<file path="src/pkg/sacr_defines.svh">
// Timing counts, widths and reset values for the converter control block.
`ifndef SACR_DEFINES_SVH
`define SACR_DEFINES_SVH
`define SACR_CLK_MHZ          200
`define SACR_DATA_W           16
`define SACR_BYTE_W           8
`define SACR_FIFO_DEPTH       8
`define SACR_CONV_PULSE_MIN_NS 40
`define SACR_CONV_PULSE_MAX_NS 7000
`define SACR_SETUP_NS         10
`define SACR_BETWEEN_US       10
`define SACR_CONV_TIME_NS     8000
`define SACR_PREV_VALID_US    7
`define SACR_CONV_PULSE_MIN_CYC ((`SACR_CONV_PULSE_MIN_NS * `SACR_CLK_MHZ + 999) / 1000)
`define SACR_CONV_PULSE_MAX_CYC ((`SACR_CONV_PULSE_MAX_NS * `SACR_CLK_MHZ) / 1000)
`define SACR_SETUP_CYC        ((`SACR_SETUP_NS * `SACR_CLK_MHZ + 999) / 1000)
`define SACR_BETWEEN_CYC      (`SACR_BETWEEN_US * `SACR_CLK_MHZ)
`define SACR_CONV_TIME_CYC    ((`SACR_CONV_TIME_NS * `SACR_CLK_MHZ) / 1000)
`define SACR_PREV_VALID_CYC   (`SACR_PREV_VALID_US * `SACR_CLK_MHZ)
`define SACR_RESULT_RST       16'h0000
`endif

</file>
<file path="src/pkg/sacr_pkg.sv">
// Types shared by the converter control ends.
`default_nettype none
package sacr_pkg;
   typedef logic [15:0] sacr_word_t;
   typedef enum logic [1:0] {
      SACR_DEV_TRACK = 2'b00,
      SACR_DEV_CONV  = 2'b01
   } sacr_dev_state_t;
   typedef enum logic [2:0] {
      SACR_HOST_IDLE  = 3'b000,
      SACR_HOST_SETUP = 3'b001,
      SACR_HOST_PULSE = 3'b010,
      SACR_HOST_WAIT  = 3'b011,
      SACR_HOST_READ  = 3'b100,
      SACR_HOST_READL = 3'b101,
      SACR_HOST_PUSH  = 3'b110,
      SACR_HOST_GAP   = 3'b111
   } sacr_host_state_t;
endpackage
`default_nettype wire

</file>
<file path="src/pkg/sacr_link_if.sv">
// Pin-level link between the converter end and the host end.
`timescale 1ns/1ps
`default_nettype none
interface sacr_link_if;
   logic        cs_n;
   logic        rd_conv;
   logic        byte_sel;
   logic        busy_n;
   logic [15:0] data_out;
   logic [15:0] data_oe_n;
   modport dev  (input cs_n, input rd_conv, input byte_sel, output busy_n, output data_out, output data_oe_n);
   modport host (output cs_n, output rd_conv, output byte_sel, input busy_n, input data_out, input data_oe_n);
endinterface
`default_nettype wire

</file>
<file path="src/logic/sacr_fifo.sv">
// Small synchronous FIFO with valid and ready on both sides.
`timescale 1ns/1ps
`default_nettype none
module sacr_fifo #(
   parameter int WIDTH = 16,
   parameter int DEPTH = 8
) (
   input  wire logic             i_clk_sys,
   input  wire logic             i_rstn,
   input  wire logic             i_in_valid,
   output logic                  o_in_ready,
   input  wire logic [WIDTH-1:0] i_in_data,
   output logic                  o_out_valid,
   input  wire logic             i_out_ready,
   output logic      [WIDTH-1:0] o_out_data
);
   localparam int AW = $clog2(DEPTH);
   logic [WIDTH-1:0] mem [DEPTH];
   logic [AW-1:0]    wr_ptr;
   logic [AW-1:0]    rd_ptr;
   logic [AW:0]      count;
   logic [AW-1:0]    next_wr_ptr;
   logic [AW-1:0]    next_rd_ptr;
   logic [AW:0]      next_count;
   logic             push;
   logic             pop;

   // Full and empty come straight from the occupancy count.
   assign o_in_ready  = (count != DEPTH[AW:0]);
   assign o_out_valid = (count != '0);
   assign o_out_data  = mem[rd_ptr];
   assign push        = i_in_valid && o_in_ready;
   assign pop         = o_out_valid && i_out_ready;

   // Pointer and count update; pointers wrap because depth is a power of two.
   always_comb begin
      next_wr_ptr = push ? wr_ptr + 1'b1 : wr_ptr;
      next_rd_ptr = pop ? rd_ptr + 1'b1 : rd_ptr;
      next_count  = count + {{AW{1'b0}}, push} - {{AW{1'b0}}, pop};
   end

   // Registers for the pointers and count.
   always_ff @(posedge i_clk_sys or negedge i_rstn) begin
      if (!i_rstn) begin
         wr_ptr <= '0;
         rd_ptr <= '0;
         count  <= '0;
      end else begin
         wr_ptr <= next_wr_ptr;
         rd_ptr <= next_rd_ptr;
         count  <= next_count;
      end
   end

   // Storage has no reset; only written slots are ever read.
   always_ff @(posedge i_clk_sys) begin
      if (push) begin
         mem[wr_ptr] <= i_in_data;
      end
   end
endmodule
`default_nettype wire

</file>
<file path="src/logic/sacr_host.sv">
// Host end: issues convert pulses, reads results and buffers them in a FIFO.
`timescale 1ns/1ps
`default_nettype none
`include "sacr_defines.svh"
module sacr_host (
   input  wire logic                   i_clk_sys,
   input  wire logic                   i_rstn,
   sacr_link_if.host                   link,
   input  wire logic                   i_start,
   input  wire logic                   i_byte_mode,
   output logic                        o_res_valid,
   input  wire logic                   i_res_ready,
   output sacr_pkg::sacr_word_t        o_res_data
);
   localparam int PULSE_CYC = `SACR_CONV_PULSE_MIN_CYC + 2;
   localparam int SETUP_CYC = `SACR_SETUP_CYC;
   localparam int GAP_CYC   = `SACR_BETWEEN_CYC;

   sacr_pkg::sacr_host_state_t state;
   sacr_pkg::sacr_host_state_t next_state;
   logic [11:0]                cnt;
   logic [11:0]                next_cnt;
   logic                       cs_n;
   logic                       next_cs_n;
   logic                       rd_conv;
   logic                       next_rd_conv;
   logic                       byte_sel;
   logic                       next_byte_sel;
   sacr_pkg::sacr_word_t       word;
   sacr_pkg::sacr_word_t       next_word;
   logic                       busy_q;
   logic                       fifo_ready;

   // Convert, wait for busy rise, read the word or both bytes, push it.
   always_comb begin
      next_state    = state;
      next_cnt      = (cnt != 12'h000) ? cnt - 12'h001 : cnt;
      next_cs_n     = cs_n;
      next_rd_conv  = rd_conv;
      next_byte_sel = byte_sel;
      next_word     = word;
      case (state)
         sacr_pkg::SACR_HOST_IDLE: begin
            if (i_start && link.busy_n && fifo_ready) begin
               next_rd_conv = 1'b0;
               next_cnt     = 12'(SETUP_CYC);
               next_state   = sacr_pkg::SACR_HOST_SETUP;
            end
         end
         sacr_pkg::SACR_HOST_SETUP: begin
            if (cnt == 12'h000) begin
               next_cs_n  = 1'b0;
               next_cnt   = 12'(PULSE_CYC);
               next_state = sacr_pkg::SACR_HOST_PULSE;
            end
         end
         sacr_pkg::SACR_HOST_PULSE: begin
            if (cnt == 12'h000) begin
               next_cs_n    = 1'b1;
               next_rd_conv = 1'b1;
               next_state   = sacr_pkg::SACR_HOST_WAIT;
            end
         end
         sacr_pkg::SACR_HOST_WAIT: begin
            // No read during the conversion; busy rise is the strobe.
            if (!busy_q && link.busy_n) begin
               next_cs_n     = 1'b0;
               next_byte_sel = 1'b0;
               next_cnt      = 12'h003;
               next_state    = sacr_pkg::SACR_HOST_READ;
            end
         end
         sacr_pkg::SACR_HOST_READ: begin
            if (cnt == 12'h000) begin
               next_word = i_byte_mode ? {link.data_out[7:0], 8'h00} : link.data_out;
               if (i_byte_mode) begin
                  next_byte_sel = 1'b1;
                  next_cnt      = 12'h003;
                  next_state    = sacr_pkg::SACR_HOST_READL;
               end else begin
                  next_state = sacr_pkg::SACR_HOST_PUSH;
               end
            end
         end
         sacr_pkg::SACR_HOST_READL: begin
            if (cnt == 12'h000) begin
               next_word  = {word[15:8], link.data_out[7:0]};
               next_state = sacr_pkg::SACR_HOST_PUSH;
            end
         end
         sacr_pkg::SACR_HOST_PUSH: begin
            next_cs_n = 1'b1;
            if (fifo_ready) begin
               next_cnt   = 12'(GAP_CYC - 1);
               next_state = sacr_pkg::SACR_HOST_GAP;
            end
         end
         sacr_pkg::SACR_HOST_GAP: begin
            if (cnt == 12'h000) begin
               next_state = sacr_pkg::SACR_HOST_IDLE;
            end
         end
         default: begin
            next_state = sacr_pkg::SACR_HOST_IDLE;
         end
      endcase
   end

   // Idle pins: select and convert high, so the bus is released.
   always_ff @(posedge i_clk_sys or negedge i_rstn) begin
      if (!i_rstn) begin
         state    <= sacr_pkg::SACR_HOST_IDLE;
         cnt      <= 12'h000;
         cs_n     <= 1'b1;
         rd_conv  <= 1'b1;
         byte_sel <= 1'b0;
         word     <= 16'h0000;
         busy_q   <= 1'b1;
      end else begin
         state    <= next_state;
         cnt      <= next_cnt;
         cs_n     <= next_cs_n;
         rd_conv  <= next_rd_conv;
         byte_sel <= next_byte_sel;
         word     <= next_word;
         busy_q   <= link.busy_n;
      end
   end

   assign link.cs_n     = cs_n;
   assign link.rd_conv  = rd_conv;
   assign link.byte_sel = byte_sel;

   // Results queue here; a stalled consumer blocks new conversions.
   sacr_fifo #(
      .WIDTH (`SACR_DATA_W),
      .DEPTH (`SACR_FIFO_DEPTH)
   ) u_fifo (
      .i_clk_sys   (i_clk_sys),
      .i_rstn      (i_rstn),
      .i_in_valid  (state == sacr_pkg::SACR_HOST_PUSH),
      .o_in_ready  (fifo_ready),
      .i_in_data   (word),
      .o_out_valid (o_res_valid),
      .i_out_ready (i_res_ready),
      .o_out_data  (o_res_data)
   );
endmodule
`default_nettype wire

</file>
<file path="src/flat_wrapper.sv">
// flat-port wrapper written by rule: the top's interface ports become plain ports
module sacr_host_flat 
  (i_clk_sys, i_rstn, i_start, i_byte_mode, o_res_valid, i_res_ready, o_res_data, link_cs_n, link_rd_conv, link_byte_sel, link_busy_n, link_data_out, link_data_oe_n);
  sacr_link_if link_i ();
  input  wire logic i_clk_sys;
  input  wire logic i_rstn;
  input  wire logic i_start;
  input  wire logic i_byte_mode;
  output logic o_res_valid;
  input  wire logic i_res_ready;
  output sacr_pkg::sacr_word_t o_res_data;
  output wire logic [$bits(link_i.cs_n)-1:0] link_cs_n;
  output wire logic [$bits(link_i.rd_conv)-1:0] link_rd_conv;
  output wire logic [$bits(link_i.byte_sel)-1:0] link_byte_sel;
  input wire logic [$bits(link_i.busy_n)-1:0] link_busy_n;
  input wire logic [$bits(link_i.data_out)-1:0] link_data_out;
  input wire logic [$bits(link_i.data_oe_n)-1:0] link_data_oe_n;
  assign link_cs_n = link_i.cs_n;
  assign link_rd_conv = link_i.rd_conv;
  assign link_byte_sel = link_i.byte_sel;
  assign link_i.busy_n = link_busy_n;
  assign link_i.data_out = link_data_out;
  assign link_i.data_oe_n = link_data_oe_n;
  sacr_host u_core (.i_clk_sys(i_clk_sys), .i_rstn(i_rstn), .link(link_i), .i_start(i_start), .i_byte_mode(i_byte_mode), .o_res_valid(o_res_valid), .i_res_ready(i_res_ready), .o_res_data(o_res_data));
endmodule
</file>
<file path="config.mk">
export PLATFORM = sky130hd
export DESIGN_NAME = sacr_host_flat
export DESIGN_NICKNAME = d
export VERILOG_FILES = /design/src/pkg/sacr_pkg.sv /design/src/pkg/sacr_link_if.sv /design/src/logic/sacr_fifo.sv /design/src/logic/sacr_host.sv /design/src/flat_wrapper.sv
export VERILOG_INCLUDE_DIRS = /design/src /design/src/pkg
export SDC_FILE = /design/constraint.sdc
export NUM_CORES = 1
export LEC_CHECK = 0
export BUFFER_PORTS_ARGS = -buffer_cell sky130_fd_sc_hd__buf_2
export CAP_MARGIN = 20
export CORE_MARGIN = 10
export CORE_UTILIZATION = 60
export DETAILED_ROUTE_END_ITERATION = 16
export HOLD_SLACK_MARGIN = 0.05
export PLACE_DENSITY = 0.8
export SETUP_SLACK_MARGIN = 0.02
export SKIP_CTS_REPAIR_TIMING = 1
export SLEW_MARGIN = 20
export SYNTH_ARGS = -nofsm -noshare
export SYNTH_HDL_FRONTEND = slang
export SYNTH_SLANG_ARGS = --single-unit
</file>
<file path="constraint.sdc">
create_clock -name i_clk_sys -period 4.91 [get_ports i_clk_sys]
set_clock_uncertainty 0.1 [all_clocks]
set_input_delay 1.473 -clock i_clk_sys [delete_from_list [all_inputs] [get_ports i_clk_sys]]
set_output_delay 1.473 -clock i_clk_sys [all_outputs]
set_load 0.01 [all_outputs]
</file>
-- Yosys cells after proc, flatten, opt, wreduce, memory -nomap -nowiden
Memory sizes are Yosys's and may differ from the RTL's.
Cells that the tools add are included.
- add/subtract/negate cells: 5
- reductions and logical operators: 20
- eq/ne operators: 17
- bitwise gates (word level): 1
- multiplexer cells: 33
- operator list (operator ; number):
    $mux 12 ; 7
    $pmux 12 s5 ; 1
    $mux 16 ; 2
    $pmux 16 s2 ; 1
    $mux 3 ; 8
    $pmux 3 s8 ; 1
    $ne 2x1->1 const B ; 8
    $eq 3x3->1 const B ; 4
    $logic_not 12->1 ; 1
    $reduce_bool 12->1 ; 1
    $sub 12x1->12 const B ; 1
    $reduce_and 3->1 ; 3
    $mux 1 ; 8
    $mux 8 ; 1
    $reduce_and 4->1 ; 2
    $reduce_and 8->1 ; 1
    $reduce_bool 4->1 ; 2
    $add 3x1->3 const B ; 2
    $eq 3x2->1 const B ; 2
    $reduce_bool 2->1 ; 3
    $logic_and 1x1->1 ; 5
    $add 4x1->4 ; 1
    $ne 4x4->1 const B ; 1
    $pmux 1 s2 ; 2
    8 further kinds ; 8
- register bits after elaboration: 45
- memory bits (writable): 128
- memories: 1
- bits of input ports: 38
- memory list (memory ; depth ; width ; rd ports ; clocked after Yosys merged registers in ; write ports ; line ; text):
    u_core.u_fifo.mem ; 8 ; 16 ; 1 ; 0 ; 1 ; sacr_fifo.sv:18 ; logic [WIDTH-1:0] mem [DEPTH];

-- Depth between registers and ports, before layout
- depth after elaboration: 5
- depth in mapped cells: 13
- gate-level depth less buffers: 11

-- Hierarchy
A second synthesis with hierarchy kept.
- cell total of the unflattened synthesis: 491
- area, all modules: 7597.3 um2
- by module, submodules not included (module ; instances ; area each (um2) ; cells each):
    sacr_fifo ; 1 ; 5501.5 ; 241
    sacr_host ; 1 ; 2095.8 ; 250

-- Worst setup path after synthesis
No wires, ideal clock.
- path kind: flip-flop to flip-flop
- start point: reg u_core.u_fifo.count[2]
- end point: mem u_core.u_fifo.mem[0][0], enable pin
- required time: 4.380 ns
- cell stages (with the launch flop): 9
- library setup time: 0.430 ns
- clock period less this slack: 3.428 ns
- buffers on the path: 2
- setup slack: 1.482 ns
- arrival: 2.898 ns
- cell sequence: dfrtp_1 -> inv_1 -> ha_1 -> or3b_1 -> and2_1 -> clkbuf_1 -> inv_1 -> buf_2 -> nor4_1
- cells in the longest elaborated chain, start to end: 4
- ends and longest elaborated chain (element ; line ; text):
    start: declaration ; sacr_fifo.sv:21 ; logic [AW:0] count;
    start signal: assignment ; sacr_fifo.sv:51 ; count <= next_count;
    $ne 4x4->1 ; sacr_fifo.sv:29 ; assign o_in_ready = (count != DEPTH[AW:0]);
    $logic_and 1x1->1 ; sacr_fifo.sv:32 ; assign push = i_in_valid && o_in_ready;
    $mux 1 ; sacr_fifo.sv:57 ; if (push) begin
    $mux 1 (implied by the code) ; sacr_fifo.sv:58 ; mem[wr_ptr] <= i_in_data;
    end: declaration ; sacr_fifo.sv:18 ;
No other way between the ends.

-- Final worst setup path
- start point: reg u_core.u_fifo.rd_ptr[0]
- end point: out o_res_data[0]
- cells in the longest elaborated chain, start to end: 1
- ends and longest elaborated chain (element ; line ; text):
    start: declaration ; sacr_fifo.sv:20 ; logic [AW-1:0] rd_ptr;
    start signal: assignment ; sacr_fifo.sv:50 ; rd_ptr <= next_rd_ptr;
    $mem_v2 8x16 ; -- ;
    end: declaration ; flat_wrapper.sv:11 ; output sacr_pkg::sacr_word_t o_res_data;
No other way between the ends.

==> run_summary.xml <==
<?xml version="1.0" encoding="UTF-8"?>
<metrics>
  <group name="power_and_ir_drop">
    <metric name="max-vdd-ir-drop" unit="V">0.0002681</metric>
    <metric name="total_power_per_unit_cell_area" unit="nW/um^2">421.3</metric>
    <metric name="switching_power" unit="mW">0.8238</metric>
    <metric name="combPwrFrac" unit="%">11.3</metric>
    <metric name="leakage" unit="nW">3.425</metric>
    <metric name="p_clk_share" unit="%">40.8</metric>
    <metric name="internal_power" unit="mW">2.718</metric>
    <metric name="switching_share" unit="%">23.26</metric>
    <metric name="sequentialPowerShare" unit="%">47.9</metric>
  </group>
  <group name="setup_path">
    <metric name="timing.critical_path.slowest_stage_cell" unit="">sky130_fd_sc_hd__dfrtp_2</metric>
    <metric name="required" unit="ns">3.34</metric>
    <metric name="worstPathCellList" unit="">buf_12 &gt; mux4_2 &gt; mux2_2 &gt; buf_2</metric>
    <metric name="startpoint_types" unit="">flop</metric>
    <metric name="worst_setup_path_startpoint" unit="">u_core.u_fifo.rd_ptr[0]</metric>
    <metric name="worst_ep_arrival_time" unit="ns">2.48</metric>
    <metric name="critPathBufInv" unit="">2</metric>
    <metric name="cp_top_family" unit="">flip-flops</metric>
    <metric name="reg2reg_from" unit="">u_core.u_fifo.count[2]</metric>
    <metric name="max_stage_delay" unit="ns">0.84</metric>
    <metric name="criticalPathCategory" unit="">flop to primary output</metric>
    <metric name="critPathMaxFanout" unit="">20</metric>
    <metric name="worst_setup_path_end_kind" unit="">primary output</metric>
  </group>
  <group name="grt">
    <metric name="grt_pass1_vias" unit="">4513</metric>
    <metric name="met1_usage" unit="%">23.93</metric>
    <metric name="largest_net_degree_at_the_start_of_global_routing" unit="">46</metric>
    <metric name="global_route_wire_length_before_repair" unit="um">24400</metric>
    <metric name="global_route.overflow_total" unit="">0</metric>
    <metric name="globalRoute.busiestLayer" unit="">met2</metric>
    <metric name="global_route_track_usage_on_met2" unit="%">31.19</metric>
    <metric name="groute.layer.met3.usage" unit="%">4.956</metric>
    <metric name="grt_util_all_layers" unit="%">19.28</metric>
    <metric name="grt_antenna_before_repair" unit="">0</metric>
  </group>
  <group name="clocking">
    <metric name="clock_tree.root_cell" unit="">sky130_fd_sc_hd__clkbuf_16</metric>
    <metric name="cts_htree_levels" unit="">4</metric>
    <metric name="cts.sink_count" unit="">173</metric>
    <metric name="cts-buffers-inserted" unit="">17</metric>
    <metric name="tritoncts" unit="">built</metric>
    <metric name="worst_case_clock_buffer_depth" unit="">2</metric>
    <metric name="clk_pin_slew_worst_setup_hold_paths" unit="ns">0.06</metric>
    <metric name="worst_skew_pair.late_latency" unit="ns">0.43</metric>
  </group>
  <group name="drt">
    <metric name="dr_wl_cell" unit="um">22.34</metric>
    <metric name="detailedRoute.firstPassIterationCount" unit="">5</metric>
    <metric name="finalWirelength" unit="um">15030</metric>
    <metric name="remaining_drc_errors" unit="">0</metric>
    <metric name="avgViaCountPerCell" unit="">6.262</metric>
    <metric name="vias" unit="">4214</metric>
    <metric name="drt-initial-drc-count" unit="">448</metric>
    <metric name="ant_nets" unit="">0</metric>
  </group>
  <group name="hold_path">
    <metric name="holdCritPathClass" unit="">flop to flop</metric>
    <metric name="hp-start" unit="">u_core.link.cs_n</metric>
  </group>
  <group name="synth">
    <metric name="yosysUniqueCellTypes" unit="">49</metric>
    <metric name="total_standard_cell_area_after_synthesis" unit="um^2">7357</metric>
    <metric name="ys.flop_type" unit="">sky130_fd_sc_hd__edfxtp_1</metric>
    <metric name="synthSimpleGateAreaFrac" unit="%">8.520</metric>
    <metric name="yosys_register_bits" unit="">173</metric>
    <metric name="synth_area_per_cell" unit="um^2">15.72</metric>
    <metric name="yosysTopAreaCell" unit="">sky130_fd_sc_hd__edfxtp_1</metric>
    <metric name="dominant_combinational_cell_family_by_area_after_synthesis" unit="">multiplexers</metric>
    <metric name="syn_inst" unit="">468</metric>
    <metric name="synth-async-reset-ratio" unit="%">26.01</metric>
    <metric name="yosys-mux-area-fraction" unit="%">14.47</metric>
    <metric name="synth_top_cell_area_share" unit="%">52.24</metric>
    <metric name="synth-adder-area-share" unit="%">2.143</metric>
    <metric name="synth_xor_xnor_area_share" unit="%">0.8333</metric>
    <metric name="synth-compound-area-share" unit="%">4.150</metric>
    <metric name="number_of_enable_flip_flop_cells_after_synthesis" unit="">128</metric>
    <metric name="netlist_top_cells_area" unit="">sky130_fd_sc_hd__edfxtp_1 (52%), sky130_fd_sc_hd__dfrtp_1 (14%), sky130_fd_sc_hd__mux4_2 (9.8%), sky130_fd_sc_hd__mux2_2 (2.9%), sky130_fd_sc_hd__nand2_1 (2.0%)</metric>
    <metric name="synth_seq_area_share" unit="%">67.60</metric>
    <metric name="synth_warnings" unit="">0</metric>
    <metric name="synthesis.nets" unit="">518</metric>
  </group>
  <group name="die">
    <metric name="core-area" unit="um^2">12010</metric>
    <metric name="chipWidth" unit="um">130.7</metric>
    <metric name="floorplan.rows" unit="">40</metric>
    <metric name="starting_density" unit="%">61.25</metric>
    <metric name="floorplan.die.height" unit="um">130.7</metric>
    <metric name="io_pins" unit="">58</metric>
    <metric name="die_area" unit="um^2">17090</metric>
  </group>
  <group name="sta">
    <metric name="postLayoutSetupSlackWorst" unit="ns">0.8524</metric>
    <metric name="final-hold-violation-count" unit="">0</metric>
    <metric name="final_number_of_setup_violating_endpoints" unit="">0</metric>
    <metric name="worst-slew-pin-transition" unit="ns">1.031</metric>
    <metric name="max_clock_freq" unit="MHz">246.5</metric>
    <metric name="period_minus_slack" unit="ns">4.058</metric>
    <metric name="max-slew-margin-rel" unit="%">31.26</metric>
    <metric name="fin_tns_setup" unit="ns">0</metric>
    <metric name="slew_violations" unit="">0</metric>
    <metric name="rsz_0062_raised_after_global_routing" unit="">false</metric>
    <metric name="final_worst_path_cycle_share" unit="%">82.64</metric>
  </group>
  <group name="cells_and_area">
    <metric name="final_cell_area" unit="um^2">8407</metric>
    <metric name="final.fill_count" unit="">763</metric>
    <metric name="postLayoutCoreUtil" unit="%">69.99</metric>
    <metric name="num-nets-final" unit="">563</metric>
    <metric name="drive_gt1_share" unit="%">27.57</metric>
    <metric name="antennaDiodeCount" unit="">0</metric>
    <metric name="area_delta_synth_final" unit="%">14.27</metric>
  </group>
  <group name="flow_run">
    <metric name="max-cap-violations" unit="">0</metric>
  </group>
  <group name="status">
    <metric name="status" unit="">complete, no violations</metric>
  </group>
  <group name="placement">
    <metric name="dpl.hpwl" unit="um">9616</metric>
    <metric name="preCtsSetupSlack" unit="ns">1.250</metric>
    <metric name="dpl-instance-area" unit="um^2">7747</metric>
    <metric name="buffers_on_ports" unit="">41</metric>
    <metric name="finalWeightedCongestion" unit="">0.9475</metric>
  </group>
</metrics>
registers in the layout (all words and copies together) (netlist names):
register / count
u_core.u_fifo.mem: 128
u_core.word: 16
u_core.cnt: 12
u_core.u_fifo.count: 4
u_core.state: 3
u_core.u_fifo.rd_ptr: 3
u_core.u_fifo.wr_ptr: 3
u_core.busy_q: 1
u_core.link.byte_sel: 1
u_core.link.cs_n: 1
u_core.link.rd_conv: 1
synth_stat cells, types with 2 or more instances:
library cell and number:
sky130_fd_sc_hd__buf_1 2, sky130_fd_sc_hd__dfrtp_1 42, sky130_fd_sc_hd__or3_1 5, sky130_fd_sc_hd__inv_1 14
sky130_fd_sc_hd__clkbuf_1 11, sky130_fd_sc_hd__and2_1 2, sky130_fd_sc_hd__mux4_2 32, sky130_fd_sc_hd__xnor2_1 6
sky130_fd_sc_hd__o21ai_0 8, sky130_fd_sc_hd__mux2_2 19, sky130_fd_sc_hd__nand4b_1 2, sky130_fd_sc_hd__a21oi_1 28
sky130_fd_sc_hd__a31oi_1 5, sky130_fd_sc_hd__nor4_1 2, sky130_fd_sc_hd__a21o_1 2, sky130_fd_sc_hd__nand3_1 14
sky130_fd_sc_hd__a211o_1 2, sky130_fd_sc_hd__nand2_1 40, sky130_fd_sc_hd__edfxtp_1 128, sky130_fd_sc_hd__nand2b_1 3
sky130_fd_sc_hd__o211ai_1 2, sky130_fd_sc_hd__nor2_1 27, sky130_fd_sc_hd__buf_6 2, sky130_fd_sc_hd__buf_2 6
sky130_fd_sc_hd__dfstp_2 3, sky130_fd_sc_hd__mux2i_1 13, sky130_fd_sc_hd__nor3_1 14, sky130_fd_sc_hd__a211oi_1 2
sky130_fd_sc_hd__ha_1 11, sky130_fd_sc_hd__nor2b_1 2
worst paths after layout:
| path | depth (start not counted) | slack, ns | endpoint |
|---|---|---|---|
| hold / removal | 2 | 0.41 | u_core.link.cs_n |
| setup reg to reg | 11 | 1.67 | u_core.u_fifo.count[2] |
| setup / recovery | 4 | 0.85 | o_res_data[0] |
| max in group asynchronous | 2 | 3.33 | u_core.link.rd_conv |
| hold reg to reg | 2 | 0.41 | u_core.link.cs_n |
| min in group asynchronous | 1 | 0.83 | u_core.cnt[10] |
tightest hold or removal path: stages (launching register included):
cell and delay, ns:
sky130_fd_sc_hd__dfstp_2 0.38, sky130_fd_sc_hd__nand2_1 0.05, sky130_fd_sc_hd__a211oi_1 0.07
area by class of cell:
cell class / count / area (um^2) / share of cell area, %
Clock inverter: 11 / 188.9 / 2.247
Sequential cell: 173 / 4975 / 59.18
Timing Repair Buffer: 48 / 282.8 / 3.364
Multi-Input combinational cell: 258 / 2267 / 26.97
Tap cell: 147 / 183.9 / 2.188
Clock buffer: 21 / 450.4 / 5.358
Inverter: 15 / 58.81 / 0.6995
per-stage QoR:
step,power (mW),cells,hold WS (ns)
2_1_floorplan,2.005,468,0.3940
3_3_place_gp,2.111,640,0.3809
3_5_place_dp,2.136,640,0.3899
4_1_cts,3.576,672,0.4088
5_1_grt,3.678,673,0.4280
6_report,3.542,673,0.4090
cells in the final DEF, fill, tap and decap left out, types with 2 or more instances in the layout:
| master | instances |
|---|---|
| sky130_fd_sc_hd__inv_1 | 14 |
| sky130_fd_sc_hd__a211o_1 | 2 |
| sky130_fd_sc_hd__clkinv_2 | 2 |
| sky130_fd_sc_hd__o211ai_1 | 2 |
| sky130_fd_sc_hd__nor2b_1 | 2 |
| sky130_fd_sc_hd__nand2_1 | 40 |
| sky130_fd_sc_hd__xnor2_1 | 6 |
| sky130_fd_sc_hd__dfrtp_1 | 41 |
| sky130_fd_sc_hd__buf_2 | 41 |
| sky130_fd_sc_hd__nand2b_1 | 3 |
| sky130_fd_sc_hd__nor2_1 | 27 |
| sky130_fd_sc_hd__mux2i_1 | 13 |
| sky130_fd_sc_hd__or3_1 | 5 |
| sky130_fd_sc_hd__a211oi_1 | 2 |
| sky130_fd_sc_hd__bufinv_16 | 5 |
| sky130_fd_sc_hd__clkbuf_16 | 17 |
| sky130_fd_sc_hd__mux4_2 | 32 |
| sky130_fd_sc_hd__nand3_1 | 14 |
| sky130_fd_sc_hd__clkbuf_1 | 3 |
| sky130_fd_sc_hd__a31oi_1 | 5 |
| sky130_fd_sc_hd__mux2_2 | 19 |
| sky130_fd_sc_hd__dfstp_2 | 3 |
| sky130_fd_sc_hd__edfxtp_1 | 128 |
| sky130_fd_sc_hd__a21oi_1 | 28 |
| sky130_fd_sc_hd__buf_12 | 2 |
| sky130_fd_sc_hd__and2_1 | 2 |
| sky130_fd_sc_hd__nor4_2 | 2 |
| sky130_fd_sc_hd__nor3_4 | 4 |
| sky130_fd_sc_hd__a21o_1 | 2 |
| sky130_fd_sc_hd__o21ai_0 | 8 |
| sky130_fd_sc_hd__nor3_1 | 10 |
| sky130_fd_sc_hd__ha_1 | 11 |
| sky130_fd_sc_hd__buf_4 | 5 |
| sky130_fd_sc_hd__nand4b_1 | 2 |
power groups by stage:
stage | combinational [mW] | clock, mW | sequential (mW)
global route | 0.451 | 1.52 | 1.71
floorplan | 0.373 | 0 | 1.63
CTS | 0.413 | 1.46 | 1.70
detailed placement | 0.408 | 0 | 1.73
global placement | 0.388 | 0 | 1.72
finish | 0.399 | 1.45 | 1.70
per-layer routing:
layer	part of all wire, %	routed length [um]	vias to the layer above
li1	-	-	1876
met1	41	6191	2152
met2	51	7661	156
met3	5.4	810	30
met4	2.5	371	0
met5	0	0	-
cells by family (layout without fill, tap and decap cells):
group / count (synthesis) / count (layout)
AOI/OAI and AO/OA: 53 / 53
and+or+nand+nor: 122 / 122
adders and majority gates: 12 / 12
buffers and inverters: 37 / 95
muxes: 64 / 64
DFF: 173 / 173
xor gates and xnor gates: 7 / 7
(Power assumes the default switching activity.)
